===== config.mk =====
export PLATFORM = sky130hd
export DESIGN_NAME = mac_slice
export DESIGN_NICKNAME = d
export VERILOG_FILES = /design/src/verilog/mac_slice_pkg.sv /design/src/verilog/mac_slice.sv
export SDC_FILE = /design/constraint.sdc
export NUM_CORES = 2
export LEC_CHECK = 0
export BUFFER_PORTS_ARGS = -buffer_cell sky130_fd_sc_hd__clkbuf_2
export CORE_ASPECT_RATIO = 0.75
export CORE_MARGIN = 5
export CORE_UTILIZATION = 60
export CTS_BUF_LIST = sky130_fd_sc_hd__clkbuf_4 sky130_fd_sc_hd__clkbuf_8
export DETAILED_ROUTE_END_ITERATION = 8
export PLACE_DENSITY = 0.78
export SYNTH_ARGS = -nofsm -noshare
export SYNTH_HDL_FRONTEND = slang
export SYNTH_SLANG_ARGS = --single-unit

===== constraint.sdc =====
create_clock -name pclk -period 18.5 [get_ports pclk]
set_input_delay 3.7 -clock pclk [delete_from_list [all_inputs] [get_ports pclk]]
set_output_delay 3.7 -clock pclk [all_outputs]
set_load 0.01 [all_outputs]

===== src/verilog/mac_slice_pkg.sv =====
// Purpose: Shared constants for the multi-instruction multiply/add datapath.
// Assumes: 32-bit APB data, one aligned word per register.
// Notes:   Opmode code is z[6:4], y[3:2], x[1:0].
package mac_slice_pkg;

  // ==========================================================================
  // Datapath widths
  localparam int OPW      = 18;
  localparam int ABW      = 36;
  localparam int PW       = 48;
  localparam int NSLOT    = 8;
  localparam int IDXW     = 3;
  localparam int SHIFT_R  = 17;
  localparam int FIFO_DEPTH = 16;

  // ==========================================================================
  // Register byte addresses
  localparam logic [7:0] CTRL_ADDR   = 8'h00;
  localparam logic [7:0] STATUS_ADDR = 8'h04;
  localparam logic [7:0] SLOT_BASE   = 8'h20;

  // Control register fields and reset value
  localparam int CTRL_CNT_LSB  = 0;
  localparam int CTRL_EXT_BIT  = 4;
  localparam int CTRL_SUM_EN   = 5;
  localparam int CTRL_A_EN     = 6;
  localparam int CTRL_B_EN     = 7;
  localparam logic [7:0] CTRL_RESET = 8'h11;

  // Instruction slot fields and reset value
  localparam int SLOT_SUB_BIT  = 7;
  localparam int SLOT_CASCADE_B_IN_BIT = 8;
  localparam logic [8:0] SLOT_RESET = 9'h000;

  // ==========================================================================
  // Opmode multiplexer codes
  localparam logic [1:0] X_ZERO = 2'h0;
  localparam logic [1:0] X_MULT = 2'h1;
  localparam logic [1:0] X_P    = 2'h2;
  localparam logic [1:0] X_AB   = 2'h3;
  localparam logic [1:0] Y_C    = 2'h3;
  localparam logic [2:0] Z_ZERO = 3'h0;
  localparam logic [2:0] Z_CAS  = 3'h1;
  localparam logic [2:0] Z_P    = 3'h2;
  localparam logic [2:0] Z_C    = 3'h3;
  localparam logic [2:0] Z_CAS_SHR = 3'h5;
  localparam logic [2:0] Z_P_SHR   = 3'h6;

  // ==========================================================================
  // Pipeline latencies in clock cycles
  localparam logic [2:0] LAT_EXT_MULT = 3'h4;
  localparam logic [2:0] LAT_EXT_ADD  = 3'h3;
  localparam logic [2:0] LAT_NO_EXT   = 3'h2;

endpackage : mac_slice_pkg


===== src/verilog/mac_slice.sv =====
// Purpose: Multiply/add datapath running one of up to eight instructions per cycle.
// Assumes: Operands come from logic on pclk; registers reached over APB.
// Notes:   Results also enter a 16-word FIFO whose fullness stalls the pipeline.
//
// Summary of operation
// - opmode_index picks the instruction at that list position, first is 0.
// - index used only with more than one instruction; else the single one runs.
// - adder operations feed A and B joined as one signed 36-bit value.
// - multiplier operations form signed 18-bit A times signed 18-bit B.
// - adder or multiplier mode follows from the configured instructions.
// - opmodes 0x10-0x1f add cascade_sum_in from a neighbouring slice.
// - opmodes 0x50-0x5f add cascade_sum_in shifted arithmetically right by 17.
// - opmodes 0x60-0x6f add own result shifted right by 17.
// - instructions using cascade_b_in take B from that input.
// - carry_input is added in every opmode except 0x00.
// - global_reset clears pipeline, result, cascade and FIFO registers together; control and slot registers keep their values.
// - with global_clock_enable low every pipeline and result register holds; the FIFO still drains.
// - a C-only instruction presents C plus carry_input on result_out after latency.
// - multiply-add instruction outputs A times B plus C.
// - cascade outputs carry values only when enabled, zero otherwise; result_out always driven.
// - one to eight instructions may be configured.
// - with external registers latency is 4 with multiplier, 3 without.
// - without external registers latency is 2 and no multiplier register.
`timescale 1ns/1ps
`default_nettype none

// ============================================================================
// Result FIFO with registered head
module result_fifo #(
  parameter int WIDTH = 48,
  parameter int DEPTH = 16
) (
  input  wire logic                       pclk,
  input  wire logic                       presetn,
  input  wire logic                       clr,
  input  wire logic                       s_valid,
  output logic                            s_ready,
  input  wire logic [WIDTH-1:0]           s_data,
  output logic                            m_valid,
  input  wire logic                       m_ready,
  output logic [WIDTH-1:0]                m_data,
  output logic [$clog2(DEPTH):0]          level
);
  localparam int AW = $clog2(DEPTH);

  logic [WIDTH-1:0] mem [DEPTH];
  logic [AW-1:0]    wr_r;
  logic [AW-1:0]    rd_r;
  logic [AW:0]      cnt_r;
  logic             vld_r;
  logic [WIDTH-1:0] dat_r;

  wire push = s_valid && s_ready;
  wire load = (cnt_r != '0) && (!vld_r || m_ready);

  assign s_ready = (cnt_r != (AW+1)'(DEPTH));
  assign m_valid = vld_r;
  assign m_data  = dat_r;
  assign level   = cnt_r;

  always_ff @(posedge pclk) begin
    if (push) begin
      mem[wr_r] <= s_data;
    end
  end

  always_ff @(posedge pclk or negedge presetn) begin
    if (!presetn) begin
      wr_r  <= '0;
      rd_r  <= '0;
      cnt_r <= '0;
      vld_r <= 1'b0;
      dat_r <= '0;
    end else if (clr) begin
      wr_r  <= '0;
      rd_r  <= '0;
      cnt_r <= '0;
      vld_r <= 1'b0;
      dat_r <= '0;
    end else begin
      if (push) begin
        wr_r <= wr_r + 1'b1;
      end
      if (load) begin
        rd_r  <= rd_r + 1'b1;
        dat_r <= mem[rd_r];
        vld_r <= 1'b1;
      end else if (m_ready) begin
        vld_r <= 1'b0;
      end
      cnt_r <= cnt_r + (AW+1)'(push) - (AW+1)'(load);
    end
  end
endmodule : result_fifo

// ============================================================================
// Datapath top
module mac_slice (
  input  wire logic                                 pclk,
  input  wire logic                                 presetn,
  input  wire logic                                 psel,
  input  wire logic                                 penable,
  input  wire logic                                 pwrite,
  input  wire logic [7:0]                           paddr,
  input  wire logic [31:0]                          pwdata,
  output logic [31:0]                               prdata,
  output logic                                      pready,
  output logic                                      pslverr,
  input  wire logic                                 global_reset,
  input  wire logic                                 global_clock_enable,
  input  wire logic                                 op_valid,
  input  wire logic [mac_slice_pkg::IDXW-1:0]       opmode_index,
  input  wire logic [mac_slice_pkg::OPW-1:0]        a_in,
  input  wire logic [mac_slice_pkg::OPW-1:0]        b_in,
  input  wire logic [mac_slice_pkg::PW-1:0]         c_in,
  input  wire logic                                 carry_input,
  input  wire logic [mac_slice_pkg::PW-1:0]         cascade_sum_in,
  input  wire logic [mac_slice_pkg::OPW-1:0]        cascade_b_in,
  output logic [mac_slice_pkg::PW-1:0]              result_out,
  output logic                                      result_valid,
  output logic [mac_slice_pkg::PW-1:0]              cascade_sum_out,
  output logic [mac_slice_pkg::OPW-1:0]             cascade_a_out,
  output logic [mac_slice_pkg::OPW-1:0]             cascade_b_out,
  output logic                                      fifo_valid,
  input  wire logic                                 fifo_ready,
  output logic [mac_slice_pkg::PW-1:0]              fifo_data
);
  import mac_slice_pkg::*;

  // Arithmetic right shift by 17 of a 48-bit value.
  function automatic logic [PW-1:0] shr17(input logic [PW-1:0] v);
    shr17 = PW'($signed(v) >>> SHIFT_R);
  endfunction : shr17

  // Sign extension of a 36-bit value to the result width.
  function automatic logic [PW-1:0] sext36(input logic [ABW-1:0] v);
    sext36 = {{(PW-ABW){v[ABW-1]}}, v};
  endfunction : sext36

  // ==========================================================================
  // Register file
  // Every access gets one wait state: pready rises the cycle after the first
  // access edge, so a write lands and read data stands on that second edge.
  // Unmapped offsets and writes to the status word answer with an error.
  logic [7:0]  ctrl_r;
  logic [8:0]  slot_r [NSLOT];
  logic        pready_r;
  logic [31:0] prdata_r;
  logic        pslverr_r;
  logic [4:0]  fifo_level;
  logic        fifo_s_ready;

  wire        apb_access = psel && penable && !pready_r;
  wire        apb_commit = psel && penable && pready_r && pwrite && !pslverr_r;
  wire        is_ctrl    = (paddr == CTRL_ADDR);
  wire        is_status  = (paddr == STATUS_ADDR);
  wire        is_slot    = (paddr[7:5] == SLOT_BASE[7:5]) && (paddr[1:0] == 2'h0);
  wire [2:0]  slot_sel   = paddr[4:2];
  wire        addr_ok    = is_ctrl || is_status || is_slot;

  // Instruction count limited to 1..8.
  wire [3:0]  cnt_raw    = ctrl_r[CTRL_CNT_LSB +: 4];
  wire [3:0]  cnt_eff    = (cnt_raw == 4'h0) ? 4'h1 :
                           (cnt_raw > 4'h8) ? 4'h8 : cnt_raw;
  wire        ext_regs   = ctrl_r[CTRL_EXT_BIT];

  // Multiplier mode when any configured instruction uses the multiplier.
  // A mixed list takes the longer latency, so adder results arrive late too.
  // Changing the list while results are in flight misaligns them.
  logic mult_mode;
  always_comb begin
    mult_mode = 1'b0;
    for (int i = 0; i < NSLOT; i++) begin
      if ((4'(i) < cnt_eff) && (slot_r[i][1:0] == X_MULT)) begin
        mult_mode = 1'b1;
      end
    end
  end

  wire [2:0] latency = !ext_regs ? LAT_NO_EXT :
                       mult_mode ? LAT_EXT_MULT : LAT_EXT_ADD;

  wire [31:0] rd_mux = is_ctrl   ? {24'h000000, ctrl_r} :
                       is_status ? {19'h00000, !fifo_s_ready, fifo_level,
                                    latency, mult_mode, 3'h0} :
                       is_slot   ? {23'h000000, slot_r[slot_sel]} : 32'h00000000;

  always_ff @(posedge pclk or negedge presetn) begin
    if (!presetn) begin
      pready_r  <= 1'b0;
      prdata_r  <= '0;
      pslverr_r <= 1'b0;
    end else begin
      pready_r  <= apb_access;
      prdata_r  <= apb_access ? rd_mux : 32'h00000000;
      pslverr_r <= apb_access && (!addr_ok || (pwrite && is_status));
    end
  end

  always_ff @(posedge pclk or negedge presetn) begin
    if (!presetn) begin
      ctrl_r <= CTRL_RESET;
      for (int i = 0; i < NSLOT; i++) begin
        slot_r[i] <= SLOT_RESET;
      end
    end else if (apb_commit) begin
      if (is_ctrl) begin
        ctrl_r <= pwdata[7:0];
      end
      if (is_slot) begin
        slot_r[slot_sel] <= pwdata[8:0];
      end
    end
  end

  assign prdata  = prdata_r;
  assign pready  = pready_r;
  assign pslverr = pslverr_r;

  // ==========================================================================
  // Instruction selection at entry
  // An index at or beyond the configured count falls back to the first slot,
  // so a stray select value never runs an unconfigured instruction.
  wire [IDXW-1:0] idx_eff = ((cnt_eff == 4'h1) || ({1'b0, opmode_index} >= cnt_eff)) ?
                            '0 : opmode_index;
  wire [8:0]      sel_ins = slot_r[idx_eff];
  wire [OPW-1:0]  b_src   = sel_ins[SLOT_CASCADE_B_IN_BIT] ? cascade_b_in : b_in;

  // Operand bundle entering the pipeline; the instruction rides with it.
  localparam int BW = 1 + 8 + 1 + OPW + OPW + PW + PW;
  wire [BW-1:0] entry = {op_valid, sel_ins[7:0], carry_input, a_in, b_src,
                         c_in, cascade_sum_in};

  // Pipeline advances only with the clock enable and room in the FIFO.
  wire adv = global_clock_enable && fifo_s_ready;

  // Three alignment stages cover the longest latency; shorter latencies tap
  // the chain earlier, so operands and their instruction always leave together.
  // The whole chain stalls as one, which keeps that pairing under back-pressure.
  logic [BW-1:0] stage_r [3];

  always_ff @(posedge pclk or negedge presetn) begin
    if (!presetn) begin
      for (int i = 0; i < 3; i++) begin
        stage_r[i] <= '0;
      end
    end else if (global_reset) begin
      for (int i = 0; i < 3; i++) begin
        stage_r[i] <= '0;
      end
    end else if (adv) begin
      stage_r[0] <= entry;
      stage_r[1] <= stage_r[0];
      stage_r[2] <= stage_r[1];
    end
  end

  // Tap sits latency-1 stages down; the result register adds the last one.
  wire [1:0]    tap_sel = 2'(latency - 3'h2);
  wire [BW-1:0] tap     = stage_r[tap_sel];

  wire             t_valid = tap[BW-1];
  wire [6:0]       t_op    = tap[BW-3 -: 7];
  wire             t_sub   = tap[BW-2];
  wire             t_cin   = tap[2*OPW+2*PW];
  wire [OPW-1:0]   t_a     = tap[OPW+2*PW +: OPW];
  wire [OPW-1:0]   t_b     = tap[2*PW +: OPW];
  wire [PW-1:0]    t_c     = tap[PW +: PW];
  wire [PW-1:0]    t_cas   = tap[0 +: PW];

  wire [1:0] x_code = t_op[1:0];
  wire [1:0] y_code = t_op[3:2];
  wire [2:0] z_code = t_op[6:4];

  // ==========================================================================
  // Arithmetic
  logic [PW-1:0] p_r;
  logic          p_valid_r;

  wire [ABW-1:0] ab_cat  = {t_a, t_b};
  wire [ABW-1:0] product = ABW'($signed(t_a) * $signed(t_b));

  logic [PW-1:0] x_val;
  logic [PW-1:0] y_val;
  logic [PW-1:0] z_val;

  always_comb begin
    unique case (x_code)
      X_ZERO: x_val = '0;
      X_MULT: x_val = sext36(product);
      X_P:    x_val = p_r;
      X_AB:   x_val = sext36(ab_cat);
    endcase
  end

  assign y_val = (y_code == Y_C) ? t_c : '0;

  always_comb begin
    case (z_code)
      Z_CAS:     z_val = t_cas;
      Z_P:       z_val = p_r;
      Z_C:       z_val = t_c;
      Z_CAS_SHR: z_val = shr17(t_cas);
      Z_P_SHR:   z_val = shr17(p_r);
      default:   z_val = '0;
    endcase
  end

  // Subtraction removes the carry together with X and Y, so the carry always
  // moves the result towards the operand sum and never against it.
  wire [PW-1:0] cin_val = (t_op == 7'h00) ? '0 : PW'(t_cin);
  wire [PW-1:0] xyc     = x_val + y_val + cin_val;
  wire [PW-1:0] p_nxt   = t_sub ? (z_val - xyc) : (z_val + xyc);

  // Disabled cascade outputs are held at zero rather than left floating, so a
  // neighbour wired to them sees a defined value.
  logic [PW-1:0]  sum_out_r;
  logic [OPW-1:0] a_out_r;
  logic [OPW-1:0] b_out_r;

  always_ff @(posedge pclk or negedge presetn) begin
    if (!presetn) begin
      p_r       <= '0;
      p_valid_r <= 1'b0;
      sum_out_r <= '0;
      a_out_r   <= '0;
      b_out_r   <= '0;
    end else if (global_reset) begin
      p_r       <= '0;
      p_valid_r <= 1'b0;
      sum_out_r <= '0;
      a_out_r   <= '0;
      b_out_r   <= '0;
    end else if (adv) begin
      p_r       <= p_nxt;
      p_valid_r <= t_valid;
      sum_out_r <= ctrl_r[CTRL_SUM_EN] ? p_nxt : '0;
      a_out_r   <= ctrl_r[CTRL_A_EN] ? t_a : '0;
      b_out_r   <= ctrl_r[CTRL_B_EN] ? t_b : '0;
    end
  end

  assign result_out      = p_r;
  assign result_valid    = p_valid_r;
  assign cascade_sum_out = sum_out_r;
  assign cascade_a_out   = a_out_r;
  assign cascade_b_out   = b_out_r;

  // ==========================================================================
  // Result FIFO; each valid result is queued as it is registered.
  // A full FIFO stops the pipeline even when no valid result is in flight,
  // so a consumer that stops reading also stops new operands being taken.
  result_fifo #(
    .WIDTH (PW),
    .DEPTH (FIFO_DEPTH)
  ) u_fifo (
    .pclk    (pclk),
    .presetn (presetn),
    .clr     (global_reset),
    .s_valid (adv && t_valid),
    .s_ready (fifo_s_ready),
    .s_data  (p_nxt),
    .m_valid (fifo_valid),
    .m_ready (fifo_ready),
    .m_data  (fifo_data),
    .level   (fifo_level)
  );

endmodule : mac_slice

`default_nettype wire


# ---- Word level (Yosys, flattened, before mapping)
# Memories as Yosys holds them, arrays and structs flattened.
# Index checks and enable logic that the tools add are counted.
dict set report totals {
  mem_bits_rw 768
  regBits 716
  rom_bits 0
  mem_count 1
  output_inout_bits 216
  latch_bits 0
  word_cells 179
}
# memory depth word_bits read_ports rd_ports_with_merged_regs wr line_no
set mem_list {}
lappend mem_list {u_fifo.mem 16 48 1 0 1 mac_slice.sv:46} ;# logic [WIDTH-1:0] mem [DEPTH];
dict set report op_classes {
  multipliers 1
  mux 62
  shift 0
  n_addsub 9
  bitwise 3
  order_cmp 14
  n_reduce_logical 43
  eq_ne 21
  div_mod_pow 0
}
# operator count
set op_table {}
lappend op_table {{2-to-1 mux 426 bit} 2}
lappend op_table {{2-to-1 mux 48 bit} 9}
lappend op_table {{binary-select mux 142 bit (select 2 bit)} 1}
lappend op_table {{2-to-1 mux 142 bit} 2}
lappend op_table {{one-hot mux 48 bit (5 select lines)} 1}
lappend op_table {{one-hot mux 48 bit (4 select lines)} 1}
lappend op_table {{2-to-1 mux 18 bit} 7}
lappend op_table {{adder 48 bit} 2}
lappend op_table {{bitwise mux 72 bit} 1}
lappend op_table {{binary-select mux 9 bit (select 3 bit)} 2}
lappend op_table {{2-to-1 mux 9 bit} 6}
lappend op_table {{adder 48 x 1 -> 48 bit} 1}
lappend op_table {{subtractor 48 bit} 1}
lappend op_table {{2-to-1 mux 13 bit} 3}
lappend op_table {{multiplier 18 x 18 -> 36 bit} 1}
lappend op_table {{demux 9 bit (select 3 bit)} 1}
lappend op_table {{2-to-1 mux 4 bit} 6}
lappend op_table {{logical AND 1 bit} 21}
lappend op_table {{== test 2 x 1 -> 1 bit (second input constant)} 9}
lappend op_table {{less-than comparator 3 x 4 -> 1 bit (first input constant)} 4}
lappend op_table {{2-to-1 mux 1 bit} 16}
lappend op_table {{2-to-1 mux 3 bit} 3}
lappend op_table {{adder 4 x 1 -> 4 bit (second input constant)} 2}
lappend op_table {{== test 8 x 3 -> 1 bit (second input constant)} 1}
lappend op_table {{29 further kinds} 50}

# ---- Logic depth before layout (Yosys ltp)
dict set report logic_depth {
  ltp_word 29
  ltp_mapped 62
  depth_no_buf 56
}

# ---- Cells and area by module
# From an unflattened synthesis, not the netlist that was laid out.
dict set report unflattened {
  hier_cells 7525
  hier_area_um2 81958.6
}
# module cells_per_inst area_per_inst_um2 instances seq_area_each_um2
set by_module_without_submodules {}
lappend by_module_without_submodules {mac_slice 6144 50363.3 1 16368.2}
lappend by_module_without_submodules {result_fifo 1381 31595.3 1 24613.6}

# ---- Worst setup path after synthesis
# No wires, ideal clock.
dict set report synth_path {
  path_kind {register to register}
  from {reg ctrl_r[3]}
  to {reg sum_out_r[47], in the netlist cascade_sum_out[47]}
  path_stages_with_launch 59
  arrival_time_ps 13316
  slack_ps 5063
  path_buffers 7
  path_cell_list {dfrtp_1 -> clkbuf_1 -> or3b_2 -> a311oi_1 -> o221a_2 -> o21ai_0 -> clkbuf_1 -> clkbuf_1 -> clkbuf_1 -> nand2_1 -> a21oi_1 -> a21oi_1 -> clkbuf_1 -> nor2_1 -> fa_1 -> fa_1 -> ha_1 -> inv_1 -> (+23 left out) -> o311ai_0 -> a211oi_1 -> a2111oi_2 -> nand4b_1 -> or2_1 -> nand2_1 -> xor2_1 -> ha_1 -> clkbuf_1 -> a21o_1 -> a21o_1 -> a21oi_1 -> nand2_1 -> a211oi_1 -> o21ai_0 -> xor2_1 -> xnor3_1 -> a22o_1}
}
dict set report synth_via {
  elab_chain_len 29
  elab_cells_between_ends 59
  classes_between {add/sub (5); mul (1); order compare (9); eq/ne (9); mux (23); bitwise (1); reduce/logical (11)}
}
# item line_no
set synth_lines {}
lappend synth_lines {{start: declaration} mac_slice.sv:145} ;# logic [7:0] ctrl_r;
lappend synth_lines {{start signal: assignment} mac_slice.sv:208} ;# ctrl_r <= pwdata[7:0];
lappend synth_lines {{> comparator 4 bit} mac_slice.sv:164} ;# (cnt_raw > 4'h8) ? 4'h8 : cnt_raw;
lappend synth_lines {{2-to-1 mux 4 bit} mac_slice.sv:164}
lappend synth_lines {{2-to-1 mux 4 bit *} mac_slice.sv:163} ;# wire [3:0] cnt_eff = (cnt_raw == 4'h0) ? 4'h1 :
lappend synth_lines {{less-than comparator 1 x 4 -> 1 bit} mac_slice.sv:174} ;# if ((4'(i) < cnt_eff) && (slot_r[i][1:0] == X_MULT)) begin
lappend synth_lines {{logical AND 1 bit} mac_slice.sv:174}
lappend synth_lines {{2-to-1 mux 1 bit (7 in series)} mac_slice.sv:174}
lappend synth_lines {{2-to-1 mux 1 bit *} mac_slice.sv:174}
lappend synth_lines {{2-to-1 mux 3 bit *} mac_slice.sv:181} ;# mult_mode ? LAT_EXT_MULT : LAT_EXT_ADD;
lappend synth_lines {{(+8 left out)} -}
lappend synth_lines {{adder 48 bit} mac_slice.sv:312} ;# wire [PW-1:0] xyc = x_val + y_val + cin_val;
lappend synth_lines {{adder 48 x 1 -> 48 bit} mac_slice.sv:312}
lappend synth_lines {{adder 48 bit or subtractor 48 bit (tied branches)} mac_slice.sv:313} ;# wire [PW-1:0] p_nxt = t_sub ? (z_val - xyc) : (z_val + xyc);
lappend synth_lines {{2-to-1 mux 48 bit *} mac_slice.sv:313}
lappend synth_lines {{net p_nxt[47]} mac_slice.sv:313}
lappend synth_lines {{2-to-1 mux 48 bit *} mac_slice.sv:337} ;# sum_out_r <= ctrl_r[CTRL_SUM_EN] ? p_nxt : '0;
lappend synth_lines {{2-to-1 mux 48 bit *} mac_slice.sv:334} ;# end else if (adv) begin
lappend synth_lines {{2-to-1 mux 48 bit *} mac_slice.sv:328} ;# end else if (global_reset) begin
lappend synth_lines {{end signal: assignment} mac_slice.sv:337}
lappend synth_lines {{end: declaration} mac_slice.sv:317} ;# logic [PW-1:0] sum_out_r;
# The timed path passes the listed nets; every way through them passes the cells marked *. The select of a mux whose other input is x is not followed.
# A chain may end at the register's enable or synchronous reset.

# ---- Worst setup path in the final report
# Ends and elaborated chain as after synthesis.

==> out/metrics.cfg <==
[detailed_routing]
dr.pass1.iters = 7
totalWireLength_mm = 244.8
drc = 0
drt_iter0_drc = 7950
viasPerCell = 6.538
wire_per_inst_um = 27.03
vias = 59211
ant_nets = 0

[sta]
worst_pin_slew_ps = 1468
setup_viol_count_final = 0
slew_violations = 0
max_freq_ghz = 0.06107
relSlewSlack_pct = 1.460
finClkSkew_ps = 71.40
setup_tns_ps = 0
period_minus_slack_ps = 16370
rsz0062_at_grt = false
setup_slack_ps = 2126
period_share_pct = 88.51
finalHoldViolations = 0
timing.hold.ws_ps = 482.4

[finish]
final_net_count = 7840
drive_gt1_share_pct = 17.42
multi_input_area_um2 = 36270
final_util_pct = 66.74
n_fill_cell = 9496
seq_area_um2 = 41000
area_growth_pct = 10.66

[worst_setup_path]
max_stage_delay_ps = 960
slowest_stage = a21oi_1
critPathBufInv = 5
required_ps = 19350
path_class = reg2reg
start_kind = flop
cp_top_family = compound AO/OA/AOI/OAI gates
path_common_cell = fa_1
end_kind = flop
cp.arrival_ps = 17220
crit_fanout = 43

[floorplan]
dieArea_um2 = 141300
core_area_um2 = 133100
rows = 116
dieWidth_um = 432.3
ios = 419
initial_core_util_pct = 60.31
die_y_um = 326.8

[placed_design]
gp_congestion = 0.9970
io_buffers = 376
dp_slack_ps = 2627
dp_hpwl_mm = 164.5

[global_routing]
grt_pass1_wl_mm = 364.7
grt_pass1_vias = 57803
grt_max_degree = 272
grt_antenna_before_repair = 9
gr-usage-all-layers_pct = 34.46
grt_overflow = 0

[yosys]
async_flop_share_pct = 48.25
yosysWarnings = 0
post-synth-top-count-cell = nand2_1
synth_commonest_cells = nand2_1 (791), edfxtp_1 (768), dfrtp_1 (714), nor2_1 (550), a22o_1 (445)
synth-edff-count = 768
synth.area.top_cells = edfxtp_1 (29%), dfrtp_1 (22%), fa_1 (8.3%), mux4_2 (5.1%), a22o_1 (4.9%)
netlist_instances = 6809
syn_area_um2 = 80260
synth_largest_area_cell = edfxtp_1
syn_avg_cell_area_um2 = 11.79
yosys.area.top_type_share_pct = 28.73
ys_ff_latch = 1484
synth.distinct_cells = 92
ys_seq_area_share_pct = 51.06
synth_ff_type = edfxtp_1

[cts]
ctsHoldBuffers = 0
cts-resized-gates = 0
cts_root_buffer = clkbuf_8
postCtsSetupRepairBufs = 0
cts_tree = yes
htree_levels = 4
numClockSinks = 1484
clk_pin_slew_ps = 70
clockBufferDepth = 3
clk_latency_ps = 980
cts_buffers = 212

[worst_hold_path]
min_path_type = reg2reg

[pwr]
p_leak_nw = 37.29
ir_worst_vdd_uv = 143.7
p_per_area_nw_per_um2 = 128.3

[run]
cap_viol_max_count = 0

[status]
status = finished clean

==> path summary, 6_finish.rpt <==
| check | start | endpoint | slack (ps) | cells after the start |
|---|---|---|---|---|
| min in group asynchronous | presetn | u_fifo.rd_r[0] | 2760 | 1 |
| max reg2reg | ctrl_r[3] | cascade_sum_out[47] | 2130 | 51 |
| min reg2reg | cascade_a_out[7] | cascade_a_out[7] | 480 | 2 |
| max | ctrl_r[3] | cascade_sum_out[47] | 2130 | 51 |
| max in group asynchronous | presetn | stage_r[243] | 12520 | 4 |
| min | cascade_a_out[7] | cascade_a_out[7] | 480 | 2 |
==> registers in the layout, indices dropped and copies added, names as in the netlist, 5 cells and up <==
signal	count
stage_r	426
ctrl_r	8
u_fifo.m_data	48
prdata	13
u_fifo.level	5
result_out	48
cascade_a_out	18
cascade_sum_out	48
slot_r	72
u_fifo.mem	768
cascade_b_out	18
==> where the power goes <==
| part | switching [mW] | internal [mW] | total [mW] | leakage (nW) |
|---|---|---|---|---|
| combinational | 2.59 | 1.20 | 3.79 | 18.1 |
| sequential | 0.274 | 4.49 | 4.76 | 16.6 |
| clock | 1.31 | 1.54 | 2.85 | 2.51 |
| total | 4.18 | 7.22 | 11.4 | 37.3 |
==> cells by family (layout without fill, tap and decap cells) <==
family / after synthesis / in the layout / synth area share (%)
and+or+nand+nor: 1663 / 1663 / 8.752
AOI/OAI and AO/OA: 1662 / 1662 / 14.45
DFF: 1484 / 1484 / 51.06
buffers and inverters: 876 / 1334 / 4.200
adders and majority gates: 534 / 534 / 11.44
muxes: 423 / 423 / 8.256
xor gates and xnor gates: 166 / 166 / 1.838
other: 1 / 21 / 0.004672
==> cell type report <==
cell class	count	area share (%)
Tap cell	1770	2.493
Clock buffer	324	4.556
Inverter	421	1.781
Clock inverter	72	0.7748
Multi-Input combinational cell	4467	40.83
Sequential cell	1484	46.16
Antenna cell	2	0.005635
Timing Repair Buffer	517	3.399
==> routing by layer <==
layer  share of wire [%]  global-route usage, %  up-vias
met2                  44                  49.95     3650
li1                    -                      -    25223
met4                 4.7                  14.62        6
met5               0.015                      0        -
met1                  40                  49.56    29766
met3                  12                  9.404      566
==> per-stage QoR <==
step	instance area, um2	instances	total power, mW
after global routing	88820	9056	11.83
after CTS	88810	9055	11.35
after floorplan	80330	6827	6.864
final	88820	9057	11.40
after global placement	84070	8659	8.370
after detailed placement	84070	8659	8.518
==> worst reg2reg max path: cells and delay by family, from the launching register on <==
kind,cells,cell delay (ps)
AOI/OAI and AO/OA,22,7170
xor gates and xnor gates,3,1040
adders and majority gates,9,4150
buffers and inverters,5,240
DFF,1,490
muxes,3,670
and+or+nand+nor,9,2500
==> cell usage in the layout (no fill, tap or decap), types with 20 or more instances in the layout <==
cell type	Yosys	routed
nand2_1	791	790
edfxtp_1	768	768
dfrtp_1	714	710
nor2_1	550	546
a22o_1	445	445
inv_1	419	419
a21oi_1	412	400
clkbuf_2	0	374
fa_1	333	333
clkbuf_8	0	258
o21ai_0	256	254
ha_1	201	201
mux4_2	183	183
mux2i_1	158	158
buf_4	19	136
a21o_1	97	97
xnor2_1	103	90
mux2_2	82	82
a31oi_1	77	77
a221oi_1	77	77
clkbuf_4	0	66
xor2_1	61	60
a311oi_1	58	58
nand3_1	57	56
a211oi_1	54	54
nor3_1	45	43
clkinv_2	0	35
nand2b_1	31	31
a22oi_1	28	28
nor2b_1	25	24
and3_1	25	24
nand4_1	23	23
o211ai_1	22	22
a311o_1	20	20
No activity file was read; power rests on OpenSTA's default activity.
